`config.mk`:
```
export PLATFORM = sky130hd
export DESIGN_NAME = ptbd_decoder
export DESIGN_NICKNAME = d
export VERILOG_FILES = /design/src/hw/ptbd_pkg.sv /design/src/hw/ptbd_decoder.sv
export VERILOG_INCLUDE_DIRS = /design/src /design/src/hw
export SDC_FILE = /design/constraint.sdc
export NUM_CORES = 1
export LEC_CHECK = 0
export ABC_CLOCK_PERIOD_IN_PS = 7600
export BUFFER_PORTS_ARGS = -buffer_cell sky130_fd_sc_hd__buf_2
export CAP_MARGIN = 20
export CORE_ASPECT_RATIO = 0.6
export CORE_MARGIN = 5
export CORE_UTILIZATION = 45
export CTS_CLUSTER_DIAMETER = 40
export DETAILED_ROUTE_END_ITERATION = 12
export PLACE_DENSITY_LB_ADDON = 0.3
export RECOVER_POWER = 100
export SYNTH_ARGS = -nofsm -noshare
export SYNTH_HDL_FRONTEND = slang
export SYNTH_SLANG_ARGS = --single-unit
```
`constraint.sdc`:
```
create_clock -name aclk -period 7.6 [get_ports aclk]
set_clock_uncertainty 0.05 [all_clocks]
set_input_delay 1.52 -clock aclk [delete_from_list [all_inputs] [get_ports aclk]]
set_output_delay 1.52 -clock aclk [all_outputs]
set_load 0.01 [all_outputs]
```
`src/hw/ptbd_cfg.svh`:
```
// Register offsets, field positions and reset values of the texel decoder.
// Assumes byte addresses on an 8-bit AXI4-Lite address, one word per register.
`ifndef PTBD_CFG_SVH
`define PTBD_CFG_SVH

// =====================================================================
// Register offsets
`define PTBD_OFS_BLOCK_LO 8'h00
`define PTBD_OFS_BLOCK_HI 8'h04
`define PTBD_OFS_CTRL 8'h08
`define PTBD_OFS_TEXEL 8'h0C
`define PTBD_OFS_STATUS 8'h10

// =====================================================================
// Field positions
`define PTBD_OPAQUE_BIT 33
`define PTBD_FLIP_BIT 32
`define PTBD_CTRL_SRGB_BIT 8

// =====================================================================
// Reset values and constants
`define PTBD_RST_BLOCK 64'h0
`define PTBD_RST_SEL 4'h0
`define PTBD_RST_SRGB 1'b0
`define PTBD_ALPHA_FULL 8'hFF
`define PTBD_RESP_OKAY 2'h0
`define PTBD_RESP_SLVERR 2'h2

`endif

```
`src/hw/ptbd_pkg.sv`:
```
// Types shared by the punch-through texel block decoder.
// Assumes the offsets and field positions come from ptbd_cfg.svh.
package ptbd_pkg;

    // =================================================================
    // Block coding modes
    typedef enum logic [1:0] {
        PTBD_DIFF,
        PTBD_T,
        PTBD_H,
        PTBD_PLANAR
    } ptbd_mode_t;

    // =================================================================
    // Whole state of the decoder
    typedef struct packed {
        logic [63:0] blk;
        logic [3:0] sel;
        logic srgb;
        logic [31:0] rgba;
        ptbd_mode_t mode;
        logic [1:0] idx;
        logic opaque;
        logic aw_hold;
        logic [7:0] aw_addr;
        logic w_hold;
        logic [31:0] w_data;
        logic [3:0] w_strb;
        logic bvalid;
        logic [1:0] bresp;
        logic rvalid;
        logic [31:0] rdata;
        logic [1:0] rresp;
    } ptbd_state_t;

endpackage

```
`src/hw/ptbd_decoder.sv`:
```
// Punch-through alpha texel block decoder with an AXI4-Lite register slave.
// Assumes one clock, a synchronous active-low reset and a single
// AXI4-Lite master that keeps at most one write and one read under way.
`include "ptbd_cfg.svh"

module ptbd_decoder
    import ptbd_pkg::*;
(
    input wire logic aclk,
    input wire logic aresetn,
    input wire logic [7:0] s_axi_awaddr,
    input wire logic [2:0] s_axi_awprot,
    input wire logic s_axi_awvalid,
    output logic s_axi_awready,
    input wire logic [31:0] s_axi_wdata,
    input wire logic [3:0] s_axi_wstrb,
    input wire logic s_axi_wvalid,
    output logic s_axi_wready,
    output logic [1:0] s_axi_bresp,
    output logic s_axi_bvalid,
    input wire logic s_axi_bready,
    input wire logic [7:0] s_axi_araddr,
    input wire logic [2:0] s_axi_arprot,
    input wire logic s_axi_arvalid,
    output logic s_axi_arready,
    output logic [31:0] s_axi_rdata,
    output logic [1:0] s_axi_rresp,
    output logic s_axi_rvalid,
    input wire logic s_axi_rready,
    output logic [31:0] texel_rgba,
    output logic [1:0] texel_mode,
    output logic texel_srgb
);

    // =================================================================
    // Channel widening and arithmetic helpers
    function automatic logic [7:0] ext4(input logic [3:0] v);
        return {v, v};
    endfunction

    function automatic logic [7:0] ext5(input logic [4:0] v);
        return {v, v[4:2]};
    endfunction

    function automatic logic [7:0] ext6(input logic [5:0] v);
        return {v, v[5:4]};
    endfunction

    function automatic logic [7:0] ext7(input logic [6:0] v);
        return {v, v[6]};
    endfunction

    function automatic logic signed [13:0] wide8(input logic [7:0] v);
        return $signed({6'h00, v});
    endfunction

    function automatic logic [7:0] clamp8(input logic signed [13:0] v);
        if (v < 14'sh0000) begin
            return 8'h00;
        end else if (v > 14'sh00FF) begin
            return 8'hFF;
        end
        return v[7:0];
    endfunction

    // Five-bit base plus signed three-bit delta leaves 0..31
    function automatic logic range_bad(input logic [4:0] v,
                                       input logic [2:0] d);
        logic [6:0] s;
        s = {2'h0, v} + {{4{d[2]}}, d};
        return s[6:5] != 2'h0;
    endfunction

    function automatic ptbd_mode_t sel_mode(input logic [63:0] b);
        if (range_bad(b[63:59], b[58:56])) begin
            return PTBD_T;
        end else if (range_bad(b[55:51], b[50:48])) begin
            return PTBD_H;
        end else if (range_bad(b[47:43], b[42:40])) begin
            return PTBD_PLANAR;
        end
        return PTBD_DIFF;
    endfunction

    // =================================================================
    // Lookup tables
    function automatic logic [7:0] mod_large(input logic [2:0] cw);
        unique case (cw)
            3'h0: return 8'h08;
            3'h1: return 8'h11;
            3'h2: return 8'h1D;
            3'h3: return 8'h2A;
            3'h4: return 8'h3C;
            3'h5: return 8'h50;
            3'h6: return 8'h6A;
            3'h7: return 8'hB7;
        endcase
    endfunction

    function automatic logic [7:0] mod_small(input logic [2:0] cw);
        unique case (cw)
            3'h0: return 8'h02;
            3'h1: return 8'h05;
            3'h2: return 8'h09;
            3'h3: return 8'h0D;
            3'h4: return 8'h12;
            3'h5: return 8'h18;
            3'h6: return 8'h21;
            3'h7: return 8'h2F;
        endcase
    endfunction

    function automatic logic [7:0] dist_lut(input logic [2:0] di);
        unique case (di)
            3'h0: return 8'h03;
            3'h1: return 8'h06;
            3'h2: return 8'h0B;
            3'h3: return 8'h10;
            3'h4: return 8'h17;
            3'h5: return 8'h20;
            3'h6: return 8'h29;
            3'h7: return 8'h40;
        endcase
    endfunction

    // Plane evaluation of one channel at texel (x, y)
    function automatic logic [7:0] planar_ch(input logic [7:0] o,
                                             input logic [7:0] h,
                                             input logic [7:0] v,
                                             input logic [1:0] x,
                                             input logic [1:0] y);
        logic signed [13:0] s;
        s = $signed({12'h000, x}) * (wide8(h) - wide8(o))
            + $signed({12'h000, y}) * (wide8(v) - wide8(o))
            + (wide8(o) <<< 2) + 14'sh0002;
        return clamp8(s >>> 2);
    endfunction

    // =================================================================
    // Texel decoder: returns {mode, alpha, blue, green, red}
    function automatic logic [33:0] decode_texel(input logic [63:0] b,
                                                 input logic [3:0] k);
        logic [1:0] ix;
        logic op;
        logic sub2;
        ptbd_mode_t md;
        logic [1:0] x;
        logic [1:0] y;
        logic [4:0] r5;
        logic [4:0] g5;
        logic [4:0] b5;
        logic [7:0] c1r;
        logic [7:0] c1g;
        logic [7:0] c1b;
        logic [7:0] c2r;
        logic [7:0] c2g;
        logic [7:0] c2b;
        logic [7:0] br;
        logic [7:0] bg;
        logic [7:0] bb;
        logic [2:0] cw;
        logic [7:0] lg;
        logic [7:0] sm;
        logic [2:0] di;
        logic signed [13:0] d;
        logic signed [13:0] off;
        logic [3:0] t_first_red_upper;
        logic [3:0] t_first_red_lower;
        logic [7:0] origin_red;
        logic [7:0] origin_blue;
        logic [7:0] horiz_red;
        logic [7:0] vert_red;
        logic [7:0] o_r;
        logic [7:0] o_g;
        logic [7:0] o_b;
        logic [7:0] o_a;
        ix = {b[{1'b1, k}], b[{1'b0, k}]};
        op = b[`PTBD_OPAQUE_BIT];
        md = sel_mode(b);
        x = k[3:2];
        y = k[1:0];
        r5 = b[63:59] + {{2{b[58]}}, b[58:56]};
        g5 = b[55:51] + {{2{b[50]}}, b[50:48]};
        b5 = b[47:43] + {{2{b[42]}}, b[42:40]};
        sub2 = b[`PTBD_FLIP_BIT] ? y[1] : x[1];
        cw = sub2 ? b[36:34] : b[39:37];
        lg = mod_large(cw);
        sm = op ? mod_small(cw) : 8'h00;
        t_first_red_upper = {2'h0, b[60:59]};
        t_first_red_lower = {2'h0, b[57:56]};
        c1r = 8'h00;
        c1g = 8'h00;
        c1b = 8'h00;
        c2r = ext4(b[47:44]);
        c2g = ext4(b[43:40]);
        c2b = ext4(b[39:36]);
        di = 3'h0;
        d = 14'sh0000;
        off = 14'sh0000;
        br = 8'h00;
        bg = 8'h00;
        bb = 8'h00;
        unique case (md)
            PTBD_DIFF: begin
                br = sub2 ? ext5(r5) : ext5(b[63:59]);
                bg = sub2 ? ext5(g5) : ext5(b[55:51]);
                bb = sub2 ? ext5(b5) : ext5(b[47:43]);
                unique case (ix)
                    2'h3: off = -wide8(lg);
                    2'h2: off = -wide8(sm);
                    2'h0: off = wide8(sm);
                    2'h1: off = wide8(lg);
                endcase
            end
            PTBD_T: begin
                c1r = ext4((t_first_red_upper << 2) | t_first_red_lower);
                c1g = ext4(b[55:52]);
                c1b = ext4(b[51:48]);
                di = {b[35:34], 1'b0} | {2'h0, b[32]};
                d = wide8(dist_lut(di));
                br = (ix == 2'h0) ? c1r : c2r;
                bg = (ix == 2'h0) ? c1g : c2g;
                bb = (ix == 2'h0) ? c1b : c2b;
                if (ix == 2'h1) begin
                    off = d;
                end else if (ix == 2'h3) begin
                    off = -d;
                end
            end
            PTBD_H: begin
                c1r = ext4(b[62:59]);
                c1g = ext4({b[58:56], 1'b0} | {3'h0, b[52]});
                c1b = ext4({b[51], 3'h0} | {1'b0, b[49:47]});
                c2r = ext4(b[46:43]);
                c2g = ext4(b[42:39]);
                c2b = ext4(b[38:35]);
                di = {b[34], b[32],
                      {c1r, c1g, c1b} >= {c2r, c2g, c2b}};
                d = wide8(dist_lut(di));
                br = ix[1] ? c2r : c1r;
                bg = ix[1] ? c2g : c1g;
                bb = ix[1] ? c2b : c1b;
                off = ix[0] ? -d : d;
            end
            PTBD_PLANAR: begin
                off = 14'sh0000;
            end
        endcase
        o_r = clamp8(wide8(br) + off);
        o_g = clamp8(wide8(bg) + off);
        o_b = clamp8(wide8(bb) + off);
        o_a = `PTBD_ALPHA_FULL;
        if (md == PTBD_PLANAR) begin
            origin_red = ext6(b[62:57]);
            origin_blue = ext6({b[48], b[44:43], b[41:39]});
            horiz_red = ext6({b[38:34], b[32]});
            vert_red = ext6(b[18:13]);
            o_r = planar_ch(origin_red, horiz_red, vert_red, x, y);
            o_g = planar_ch(ext7({b[56], b[54:49]}), ext7(b[31:25]),
                            ext7(b[12:6]), x, y);
            o_b = planar_ch(origin_blue, ext6(b[24:19]), ext6(b[5:0]),
                            x, y);
            o_a = `PTBD_ALPHA_FULL;
        end else if (!op && ix == 2'h2) begin
            o_r = 8'h00;
            o_g = 8'h00;
            o_b = 8'h00;
            o_a = 8'h00;
        end
        return {md, o_a, o_b, o_g, o_r};
    endfunction

    function automatic logic [31:0] merge(input logic [31:0] old,
                                          input logic [31:0] nw,
                                          input logic [3:0] strb);
        logic [31:0] m;
        m = old;
        for (int i = 0; i < 4; i++) begin
            if (strb[i]) begin
                m[i * 8 +: 8] = nw[i * 8 +: 8];
            end
        end
        return m;
    endfunction

    // =================================================================
    // State update
    ptbd_state_t s_reg;
    ptbd_state_t s_next;
    logic [33:0] dec;
    logic [31:0] wmerged;

    assign s_axi_awready = aresetn && !s_reg.aw_hold && !s_reg.bvalid;
    assign s_axi_wready = aresetn && !s_reg.w_hold && !s_reg.bvalid;
    assign s_axi_arready = aresetn && !s_reg.rvalid;
    assign s_axi_bvalid = s_reg.bvalid;
    assign s_axi_bresp = s_reg.bresp;
    assign s_axi_rvalid = s_reg.rvalid;
    assign s_axi_rdata = s_reg.rdata;
    assign s_axi_rresp = s_reg.rresp;
    assign texel_rgba = s_reg.rgba;
    assign texel_mode = s_reg.mode;
    assign texel_srgb = s_reg.srgb;

    always_comb begin
        s_next = s_reg;
        dec = decode_texel(s_reg.blk, s_reg.sel);
        // sRGB flag never enters the decode path
        s_next.mode = ptbd_mode_t'(dec[33:32]);
        s_next.rgba = dec[31:0];
        s_next.idx = {s_reg.blk[{1'b1, s_reg.sel}],
                      s_reg.blk[{1'b0, s_reg.sel}]};
        s_next.opaque = s_reg.blk[`PTBD_OPAQUE_BIT];
        wmerged = 32'h0;
        if (s_axi_awvalid && s_axi_awready) begin
            s_next.aw_hold = 1'b1;
            s_next.aw_addr = s_axi_awaddr;
        end
        if (s_axi_wvalid && s_axi_wready) begin
            s_next.w_hold = 1'b1;
            s_next.w_data = s_axi_wdata;
            s_next.w_strb = s_axi_wstrb;
        end
        if (s_reg.bvalid && s_axi_bready) begin
            s_next.bvalid = 1'b0;
        end
        if (s_reg.aw_hold && s_reg.w_hold && !s_reg.bvalid) begin
            s_next.aw_hold = 1'b0;
            s_next.w_hold = 1'b0;
            s_next.bvalid = 1'b1;
            s_next.bresp = `PTBD_RESP_OKAY;
            unique case (s_reg.aw_addr)
                `PTBD_OFS_BLOCK_LO: begin
                    s_next.blk[31:0] = merge(s_reg.blk[31:0],
                                             s_reg.w_data, s_reg.w_strb);
                end
                `PTBD_OFS_BLOCK_HI: begin
                    s_next.blk[63:32] = merge(s_reg.blk[63:32],
                                              s_reg.w_data, s_reg.w_strb);
                end
                `PTBD_OFS_CTRL: begin
                    wmerged = merge({23'h0, s_reg.srgb, 4'h0, s_reg.sel},
                                    s_reg.w_data, s_reg.w_strb);
                    s_next.sel = wmerged[3:0];
                    s_next.srgb = wmerged[`PTBD_CTRL_SRGB_BIT];
                end
                `PTBD_OFS_TEXEL, `PTBD_OFS_STATUS: begin
                    s_next.bresp = `PTBD_RESP_OKAY;
                end
                default: begin
                    s_next.bresp = `PTBD_RESP_SLVERR;
                end
            endcase
        end
        if (s_reg.rvalid && s_axi_rready) begin
            s_next.rvalid = 1'b0;
        end
        if (s_axi_arvalid && s_axi_arready) begin
            s_next.rvalid = 1'b1;
            s_next.rresp = `PTBD_RESP_OKAY;
            unique case (s_axi_araddr)
                `PTBD_OFS_BLOCK_LO: s_next.rdata = s_reg.blk[31:0];
                `PTBD_OFS_BLOCK_HI: s_next.rdata = s_reg.blk[63:32];
                `PTBD_OFS_CTRL: begin
                    s_next.rdata = {23'h0, s_reg.srgb, 4'h0, s_reg.sel};
                end
                `PTBD_OFS_TEXEL: s_next.rdata = s_reg.rgba;
                `PTBD_OFS_STATUS: begin
                    s_next.rdata = {23'h0, s_reg.srgb, 5'h0,
                                    s_reg.opaque ||
                                    (s_reg.mode == PTBD_PLANAR),
                                    s_reg.mode};
                end
                default: begin
                    s_next.rdata = 32'h0;
                    s_next.rresp = `PTBD_RESP_SLVERR;
                end
            endcase
        end
        if (!aresetn) begin
            s_next = '0;
            s_next.blk = `PTBD_RST_BLOCK;
            s_next.sel = `PTBD_RST_SEL;
            s_next.srgb = `PTBD_RST_SRGB;
            s_next.rgba = {`PTBD_ALPHA_FULL, 24'h0};
        end
    end

    always_ff @(posedge aclk) begin
        s_reg <= s_next;
    end

    // =================================================================
    // Checks
    planar_alpha_a: assert property (@(posedge aclk) disable iff (!aresetn)
        s_reg.mode == PTBD_PLANAR |-> s_reg.rgba[31:24] == 8'hFF)
        else $error("planar texel alpha not full");

    punch_zero_a: assert property (@(posedge aclk) disable iff (!aresetn)
        s_reg.mode != PTBD_PLANAR && !s_reg.opaque && s_reg.idx == 2'h2
        |-> s_reg.rgba == 32'h0)
        else $error("punch-through texel not zero");

    opaque_alpha_a: assert property (@(posedge aclk) disable iff (!aresetn)
        s_reg.opaque |-> s_reg.rgba[31:24] == 8'hFF)
        else $error("opaque block gave transparent texel");

    alpha_gate_a: assert property (@(posedge aclk) disable iff (!aresetn)
        s_reg.rgba[31:24] != 8'hFF |-> s_reg.rgba == 32'h0)
        else $error("transparent texel keeps colour");

    planar_opaque_a: assert property (@(posedge aclk) disable iff (!aresetn)
        s_reg.mode == PTBD_PLANAR && !s_reg.opaque && s_reg.idx == 2'h2
        |-> s_reg.rgba[31:24] == 8'hFF)
        else $error("planar block used opaque bit");

    mode_t_a: assert property (@(posedge aclk) disable iff (!aresetn)
        range_bad(s_reg.blk[63:59], s_reg.blk[58:56])
        |=> s_reg.mode == PTBD_T)
        else $error("red overflow did not select T mode");

    mode_h_a: assert property (@(posedge aclk) disable iff (!aresetn)
        !range_bad(s_reg.blk[63:59], s_reg.blk[58:56]) &&
        range_bad(s_reg.blk[55:51], s_reg.blk[50:48])
        |=> s_reg.mode == PTBD_H)
        else $error("green overflow did not select H mode");

    bresp_hold_a: assert property (@(posedge aclk) disable iff (!aresetn)
        s_reg.bvalid && !s_axi_bready |=> s_reg.bvalid && $stable(s_reg.bresp))
        else $error("write response dropped early");

    rdata_hold_a: assert property (@(posedge aclk) disable iff (!aresetn)
        s_reg.rvalid && !s_axi_rready |=> s_reg.rvalid && $stable(s_reg.rdata))
        else $error("read data dropped early");

    write_lo_a: assert property (@(posedge aclk) disable iff (!aresetn)
        s_reg.aw_hold && s_reg.w_hold && !s_reg.bvalid &&
        s_reg.aw_addr == 8'h00 && s_reg.w_strb == 4'hF
        |=> s_reg.blk[31:0] == $past(s_reg.w_data) ##1
            s_reg.rgba == $past(dec[31:0]))
        else $error("block word write not taken");

endmodule // ptbd_decoder

```
======== After elaboration in Yosys (flattened, before gate mapping) ========
Memory sizes are Yosys's and may differ from the RTL's.
Cells that the tools add are included.
word-level totals
  memory bits (read-only) ................. 224
  memories kept ........................... 4
  input bits .............................. 65
  flip-flop bits (word level) ............. 188
  logic and storage cells ................. 219
memory list
  memory            depth  width  rd ports  clocked after memory_dff  wr ports  RTL line             text
  (name not given)  8      8      1         0                         0         ptbd_decoder.sv:88   unique case (cw)
  (name not given)  8      7      1         0                         0         ptbd_decoder.sv:114  unique case (di)
  (name not given)  8      7      1         0                         0         ptbd_decoder.sv:114
  (name not given)  8      6      1         0                         0         ptbd_decoder.sv:101  unique case (cw)
cells by class
  bitwise gates (word level) .............. 5
  magnitude comparators ................... 15
  add/subtract/negate cells ............... 28
  multipliers ............................. 6
  muxes and demuxes ....................... 80
  reduce and logical (&&, ||, !) cells .... 42
  equality and inequality tests ........... 15
operator list
  kind                                                         number
  two-way mux 8 bit                                            37
  case mux 32 bit (5 select lines)                             1
  case mux 14 bit (4 select lines)                             2
  multiplier 3 x 9 -> 12 bit                                   6
  case mux 8 bit (3 select lines)                              3
  negator 8 -> 14 bit                                          4
  subtractor 8 x 8 -> 9 bit                                    6
  adder 13 x 11 -> 14 bit                                      3
  adder 14 x 3 -> 14 bit, second input constant                3
  adder 9 x 14 -> 14 bit                                       3
  > comparator 14 x 9 -> 1 bit, second input constant          3
  less-than comparator 14 x 1 -> 1 bit, second input constant  3
  two-way mux 14 bit                                           3
  adder 12 x 12 -> 13 bit                                      3
  > comparator 12 x 9 -> 1 bit, second input constant          3
  less-than comparator 12 x 1 -> 1 bit, second input constant  3
  two-way mux 35 bit                                           1
  equality test 8 x 4 -> 1 bit, second input constant          4
  AND reduction 3 bit                                          10
  >= comparator 24 bit                                         1
  two-way mux 1 bit                                            23
  adder 6 x 3 -> 7 bit                                         3
  equality test 8 x 3 -> 1 bit, second input constant          2
  equality test 8 x 5 -> 1 bit, second input constant          2
  other kinds (21)                                             59

======== Longest topological paths before layout ========
Gate-level depths: netlist of the first run.
  word-level depth ........................ 19
  mapped depth ............................ 30
  depth with buffers taken out ............ 29

======== Worst setup path after synthesis of the first run ========
No wires, ideal clock.
  kind .................................... flip-flop to flip-flop
  start point ............................. register s_reg[182] in the netlist's numbering
  end point ............................... register s_reg, in the netlist texel_rgba[10]
  path slack .............................. 1,703 ps
  library setup time ...................... 69 ps
  required time ........................... 7,481 ps
  cell stages (with the launch flop) ...... 29
  buffers on the path ..................... 1
  arrival ................................. 5,778 ps
  period minus slack after synthesis ...... 5,897 ps
  path through ............................ dfxtp_1 > ha_1 > inv_1 > fa_1 > nand2_1 > nand2_1 > a21oi_1 > o21bai_1 > a21oi_1 > xnor2_1 > and2_1 > ha_1 > inv_1 > fa_1 > inv_1 > fa_1 > fa_1 > ha_1 > nand3_1 > o211ai_1 > o41ai_1 > o21ai_0 > a21o_1 > a21oi_1 > xnor2_1 > and3_1 > buf_1 > o21ai_0 > o21ai_1
on the way
  word-level cells in the longest chain between the ends .. 14
  elaborated cells between the ends (all ways) .. 41
  classes of those cells .................. add/sub (8); mul (2); order compare (5); eq/ne (3); mux (19); bitwise (1); reduce/logical (2); memory (1)
ends and longest elaborated chain
  item                                                                              RTL line             text
  from (decl)                                                                       ptbd_decoder.sv:288  ptbd_state_t s_reg;
  from (signal assigned)                                                            ptbd_decoder.sv:390  s_reg <= s_next;
  parallel branches: the longest is 13 deep, another holds adder 13 x 11 -> 14 bit  n/a
  two-way mux 8 bit *                                                               ptbd_decoder.sv:253  if (md == PTBD_PLANAR) begin
Every way passes the cells marked *. The select of a mux whose other input is x is not followed.
A chain may end at the register's enable or synchronous reset.

======== Final worst setup path of the first run ========
  start point ............................. register s_reg[182] in the netlist's numbering
  end point ............................... register s_reg, in the netlist texel_rgba[14]
Same word-level chain as after synthesis.

==> impl_metrics.tcl, run 1 <==
set metrics [dict create \
    clk_latency_ns 0.46 \
    leakage_uw 0.00958 \
    worst-path-buf-inv 3 \
    min_to "s_axi_rdata[10]" \
    syn-cell-area_sq_mm 0.0189 \
    num_vias 17100 \
    yosys_warnings 0 \
    ys_types 88 \
    drt-pass1-iter-count 9 \
    cts.path.max_buffers 2 \
    largest_reg_flops 115 \
    synth_seq_cells 179 \
    power.density_mw_per_mm2 97.3 \
    grt_overflow 0 \
    synth.yosys.seq_area_share 0.189 \
    rr_startpoint "s_reg[182]" \
    die_area_sq_mm 0.0464 \
    synth_edf_count 0 \
    path_depth 26 \
    antenna_found_initial 3 \
    slew_headroom -0.230 \
    worstHoldPathType "flip-flop to flip-flop" \
    path_clk_slew_ns 0.08 \
    final_antenna_net_count 0 \
    slowest_delay_ns 0.73 \
    crit_path_frequent_cell "fa_1" \
    ios 141 \
    clock-sinks 179 \
    area_delta_synth_final_pct 7.12 \
    cts_htree_levels 4 \
    holdWs_ns 0.405 \
    violations "capacitance limit, slew limit" \
    initial_core_util 0.454 \
    p_total_uw 1970 \
    synthCells 2352 \
    grt_pass1_vias 16000 \
    rr_endpoint "texel_rgba[14]" \
    die-width_microns 275 \
    hold_viol 0 \
    fin_tns_setup_ns 0 \
    reg2reg_slack_ns 0.75 \
    r2r_cells 26 \
    grt_max_degree 115 \
    core_area_sq_mm 0.0417 \
    cp_slowest_cell "dfxtp_1" \
    finalMaxSlewViolations 111 \
    grt_pass1_wl_mm 95.9 \
    synthFlopType "dfxtp_1" \
    gp_congestion 1.01 \
    critPathKind "flip-flop to flip-flop" \
    outcome "complete, but fails checks" \
    drive_gt1_frac 0.0768 \
    peakVddDrop_v 0.000130 \
    cts_tree "done" \
    cts_made_buffers 17 \
    die_h_microns 169 \
    cp_max_fo 9 \
    first_iter_violations 2009 \
    track_usage 0.269 \
    critPathCaptureType "flip-flop" \
    crit_required_ns 7.91 \
    fin_crit_sh 0.901 \
    wire_per_inst_microns 21.5 \
    fmaxAchievable_ghz 0.146 \
    finalNonFillerCells 2967 \
    synthArstFlopShare 0 \
    maxCapViolations 2 \
    diodes 0 \
    via_per_inst 5.76 \
    syn_avg_cell_area_sq_um 8.05 \
    num_rows 58 \
    drc_errors 0 \
    crit_family "adder cells" \
    fin_crit_ns 6.85 \
    setup_viol_count_final 0 \
    cts_hold_buf 0 \
    drt_wl_total_mm 63.8 \
    dp.cells 2931 \
    portBuffers 132 \
    crit_arrival_ns 7.15 \
    worst_pin_slew_ns 1.84 \
    cts_setup_buffers 0 \
    post-dp-hpwl_mm 51.4 \
    hold_path_depth 2 \
    cts-resized-gates 0 \
    nNetsFinal 2768 \
    critPathLaunchType "flip-flop" \
    holdCritStartpoint "s_axi_rdata[10]" \
    rsz0062_at_grt "false" \
    cts_root_buf "clkbuf_16" \
]
cell usage after synthesis (all sizes together) (12+ instances only):
cell type,count,area (sq um)
mux4,14,315
nor2b,21,131
a211oi,20,178
and2,103,644
nor3,32,176
a21o,40,300
a22oi,14,110
xor2,34,305
inv,228,856
mux2i,110,1100
o21a,12,90.1
nand2,255,957
a21oi,179,896
o21ai,160,808
nand3,56,285
clkbuf,79,297
fa,93,1860
xnor2,56,498
ha,225,2820
buf,87,617
nand2b,13,81.3
nor2,164,616
o21bai,18,135
dfxtp,179,3580
o211ai,18,135
stage by stage:
step	area (sq um)	utilization	worst slack, ns
global route	20300	0.486	0.191
finish	20300	0.486	0.754
CTS	20300	0.487	0.805
detailed placement	19700	0.473	0.847
floorplan	18900	-	1.70
global placement	19700	0.473	0.885
tightest hold or removal path: cells and delay by family (launching register included):
family / cells / cell delay [ns]
AOI/OAI and AO/OA: 1 / 0.05
DFF: 1 / 0.31
and+or+nand+nor: 1 / 0.05
area by class of cell:
type	count	area, sq um
fillers	4102	21400
multi-input cells	1779	13600
flip-flops and latches	179	3580
repair buffers	179	942
inverters	229	861
well taps	570	713
clock buffers	17	425
clock inverters	14	166
power breakdown:
group	leakage [uW]	switching, uW	total [uW]	internal, uW
clock network	0.000284	460	901	441
registers	0.00145	17.0	969	952
logic	0.00785	69.0	105	35.7
total	0.00958	546	1970	1430
placed cells by master, fill, tap and decap left out, types with 16 or more instances in the layout:
cell type  instances
buf_2             57
o21bai_1          18
a21oi_1          179
inv_1            226
mux2i_1          109
a21o_1            40
nand3_1           55
dfxtp_1          178
nor2_1           163
fa_1              93
o21ai_0          153
xnor2_1           55
clkbuf_1          81
o211ai_1          18
xor2_1            33
clkbuf_16         17
nand2_1          255
nor3_1            29
and2_1            98
a211oi_1          16
ha_1             225
nor2b_1           21
buf_4             37
how the worst max path moves through the flow:
stage / from / slack, ns / to
global route: s_reg[182] / 0.19 / texel_rgba[9]
CTS: s_reg[182] / 0.81 / texel_rgba[9]
floorplan: s_reg[182] / 1.70 / texel_rgba[10]
global placement: s_reg[182] / 0.88 / texel_rgba[9]
finish: s_reg[182] / 0.75 / texel_rgba[14]
detailed placement: s_reg[182] / 0.85 / texel_rgba[9]
cell families after synthesis:
| group | after synthesis | share of synthesized area |
|---|---|---|
| compound gates | 527 | 0.170 |
| xor+xnor | 90 | 0.0424 |
| fa+ha+maj | 318 | 0.247 |
| buf+inv | 395 | 0.0936 |
| flops | 179 | 0.189 |
| mux | 130 | 0.0792 |
| other cells | 1 | 0.000198 |
| simple gates | 712 | 0.178 |
layer usage:
metal | wire, microns | part of all wire | global-route usage
met1 | 29900 | 0.47 | 0.412
met2 | 23900 | 0.37 | 0.365
met3 | 8700 | 0.14 | 0.0890
met4 | 1210 | 0.019 | 0.0484
met5 | 146 | 0.0023 | 0.0221
No activity file was read; power rests on OpenSTA's default activity.
==> run 2: changes to the inputs <==
Settings changed: ABC_AREA set to 1.
==> impl_metrics.tcl, run 2 <==
set metrics [dict create \
    crit_arrival_ns 7.45 \
    synth.yosys.seq_area_share 0.192 \
    fmaxAchievable_ghz 0.141 \
    final_core_util 0.487 \
    fin_crit_ns 7.12 \
    synthArstFlopShare 0 \
    peakVddDrop_v 0.000145 \
    die-width_microns 273 \
    rsz0062_at_grt "false" \
    drt_wl_total_mm 68.7 \
    r2r_cells 29 \
    synth_seq_cells 179 \
    num_rows 57 \
    grt_pass1_vias 16700 \
    diodes 0 \
    hold_viol 0 \
    rr_startpoint "s_reg[182]" \
    cts_hold_buf 0 \
    crit_path_frequent_cell "nand2_1" \
    clk_latency_ns 0.46 \
    critPathCaptureType "flip-flop" \
    rr_endpoint "texel_rgba[7]" \
    pre_cts_ws_ns 0.948 \
    die_h_microns 168 \
    cts_tree "done" \
    nNetsFinal 3022 \
    outcome "complete, but fails checks" \
    grt_pass1_wl_mm 102 \
    crit_required_ns 7.93 \
    die_area_sq_mm 0.0458 \
    critPathKind "flip-flop to flip-flop" \
    cts_root_buf "clkbuf_16" \
    cts.path.max_buffers 2 \
    crit_family "simple AND/OR/NAND/NOR gates" \
    via_per_inst 5.62 \
    worst-path-buf-inv 2 \
    gp_congestion 1.04 \
    core_area_sq_mm 0.0407 \
    hold_path_depth 2 \
    largest_reg_flops 115 \
    area_delta_synth_final_pct 6.27 \
    ios 141 \
    slew_headroom -1.89 \
    synthFlopType "dfxtp_1" \
    path_clk_slew_ns 0.08 \
    yosys_warnings 0 \
    power.density_mw_per_mm2 105 \
    reg2reg_slack_ns 0.48 \
    ys_types 53 \
    cp_max_fo 20 \
    track_usage 0.291 \
    first_iter_violations 1955 \
    worst_pin_slew_ns 4.34 \
    cts_made_buffers 17 \
    synthCells 2614 \
    yosys.area.top_type "dfxtp_1" \
    setup_viol_count_final 0 \
    fin_tns_setup_ns 0 \
    synth_common_cells "393 x nand2_1, 384 x inv_1, 266 x nor2_1, 252 x a21oi_1, 231 x o21ai_0" \
    finalMaxSlewViolations 168 \
    critPathLaunchType "flip-flop" \
    yosysMostFrequentCell "nand2_1" \
    grt_overflow 0 \
    syn-cell-area_sq_mm 0.0187 \
    drive_gt1_frac 0.0698 \
    post-dp-hpwl_mm 55.6 \
    cp_slowest_cell "clkbuf_1" \
    cts_htree_levels 4 \
    drt-pass1-iter-count 7 \
    synthTopCellsByArea "dfxtp_1 19%, ha_1 15%, fa_1 10%, nand2_1 7.9%, inv_1 7.7%" \
    cts-resized-gates 0 \
    leakage_uw 0.00950 \
    layout_commonest_cell "nand2_1" \
    layout_setup_ws_ns 0.483 \
    grt_max_degree 122 \
    min_to "s_axi_rresp[1]" \
    cts_setup_buffers 0 \
    worstHoldPathType "flip-flop to flip-flop" \
    p_total_uw 2080 \
    final_cell_mix "393 x nand2_1, 384 x inv_1, 271 x nor2_1" \
    final_antenna_net_count 0 \
    violations "capacitance limit, slew limit" \
    fin_crit_sh 0.936 \
    syn_avg_cell_area_sq_um 7.14 \
    clock-sinks 179 \
    maxCapViolations 2 \
    antenna_found_initial 0 \
    portBuffers 132 \
    wire_per_inst_microns 21.4 \
    synth_edf_count 0 \
    drc_errors 0 \
    synth_top_cell_area_share 0.192 \
    num_vias 18000 \
    holdCritStartpoint "s_axi_rresp[1]" \
    slowest_delay_ns 0.85 \
    initial_core_util 0.459 \
]
## run 2: how the worst max path moves through the flow
stage	from	end	slack [ns]	cells past startpoint
2_1_floorplan	s_reg[176]	texel_rgba[8]	2.11	30
3_3_place_gp	s_reg[174]	texel_rgba[16]	1.04	28
3_5_place_dp	s_reg[165]	texel_rgba[22]	0.95	26
4_1_cts	s_reg[165]	texel_rgba[22]	0.93	26
5_1_grt	s_reg[182]	texel_rgba[12]	0.22	30
6_report	s_reg[182]	texel_rgba[7]	0.48	29
## run 2: area by class of cell
cell class / count / area, sq um
clock inverters: 15 / 218
fillers: 4149 / 20900
well taps: 560 / 701
multi-input cells: 1891 / 12700
flip-flops and latches: 179 / 3580
repair buffers: 154 / 718
clock buffers: 17 / 425
inverters: 396 / 1490
## run 2: metal layers
| metal | GRT usage | up-vias | part of all wire |
|---|---|---|---|
| li1 | - | 8550 | - |
| met3 | 0.0903 | 87 | 0.13 |
| met4 | 0.0581 | 0 | 0.020 |
| met1 | 0.438 | 8547 | 0.46 |
| met5 | 0 | - | 0 |
| met2 | 0.409 | 864 | 0.40 |
## run 2: kinds of logic (layout without fill, tap and decap cells)
| kind of cell | Yosys count | after routing | share of synthesized area |
|---|---|---|---|
| flops | 179 | 179 | 0.192 |
| simple gates | 885 | 885 | 0.212 |
| compound gates | 594 | 594 | 0.176 |
| other cells | 1 | 2 | 0.000201 |
| buf+inv | 545 | 582 | 0.126 |
| fa+ha+maj | 318 | 318 | 0.250 |
| xor+xnor | 92 | 92 | 0.0432 |
## run 2: tightest hold or removal path, cell delays in order, from the launching register on
cell     delay (ns)
dfxtp_1        0.31
nand2_1        0.05
a21oi_1        0.06
## run 2: per-stage QoR
| step | instances | area [sq um] | hold slack (ns) |
|---|---|---|---|
| after floorplan | 2615 | 18700 | 0.380 |
| after global placement | 3180 | 19300 | 0.392 |
| after detailed placement | 3180 | 19300 | 0.395 |
| after CTS | 3212 | 20000 | 0.405 |
| after global routing | 3212 | 19800 | 0.438 |
| final | 3212 | 19800 | 0.408 |
## run 2: where the power goes
part | total [uW] | internal (uW) | switching, uW
Clock | 966 | 488 | 478
Sequential | 984 | 959 | 24.9
Combinational | 130 | 44.5 | 85.5
Total | 2080 | 1490 | 588
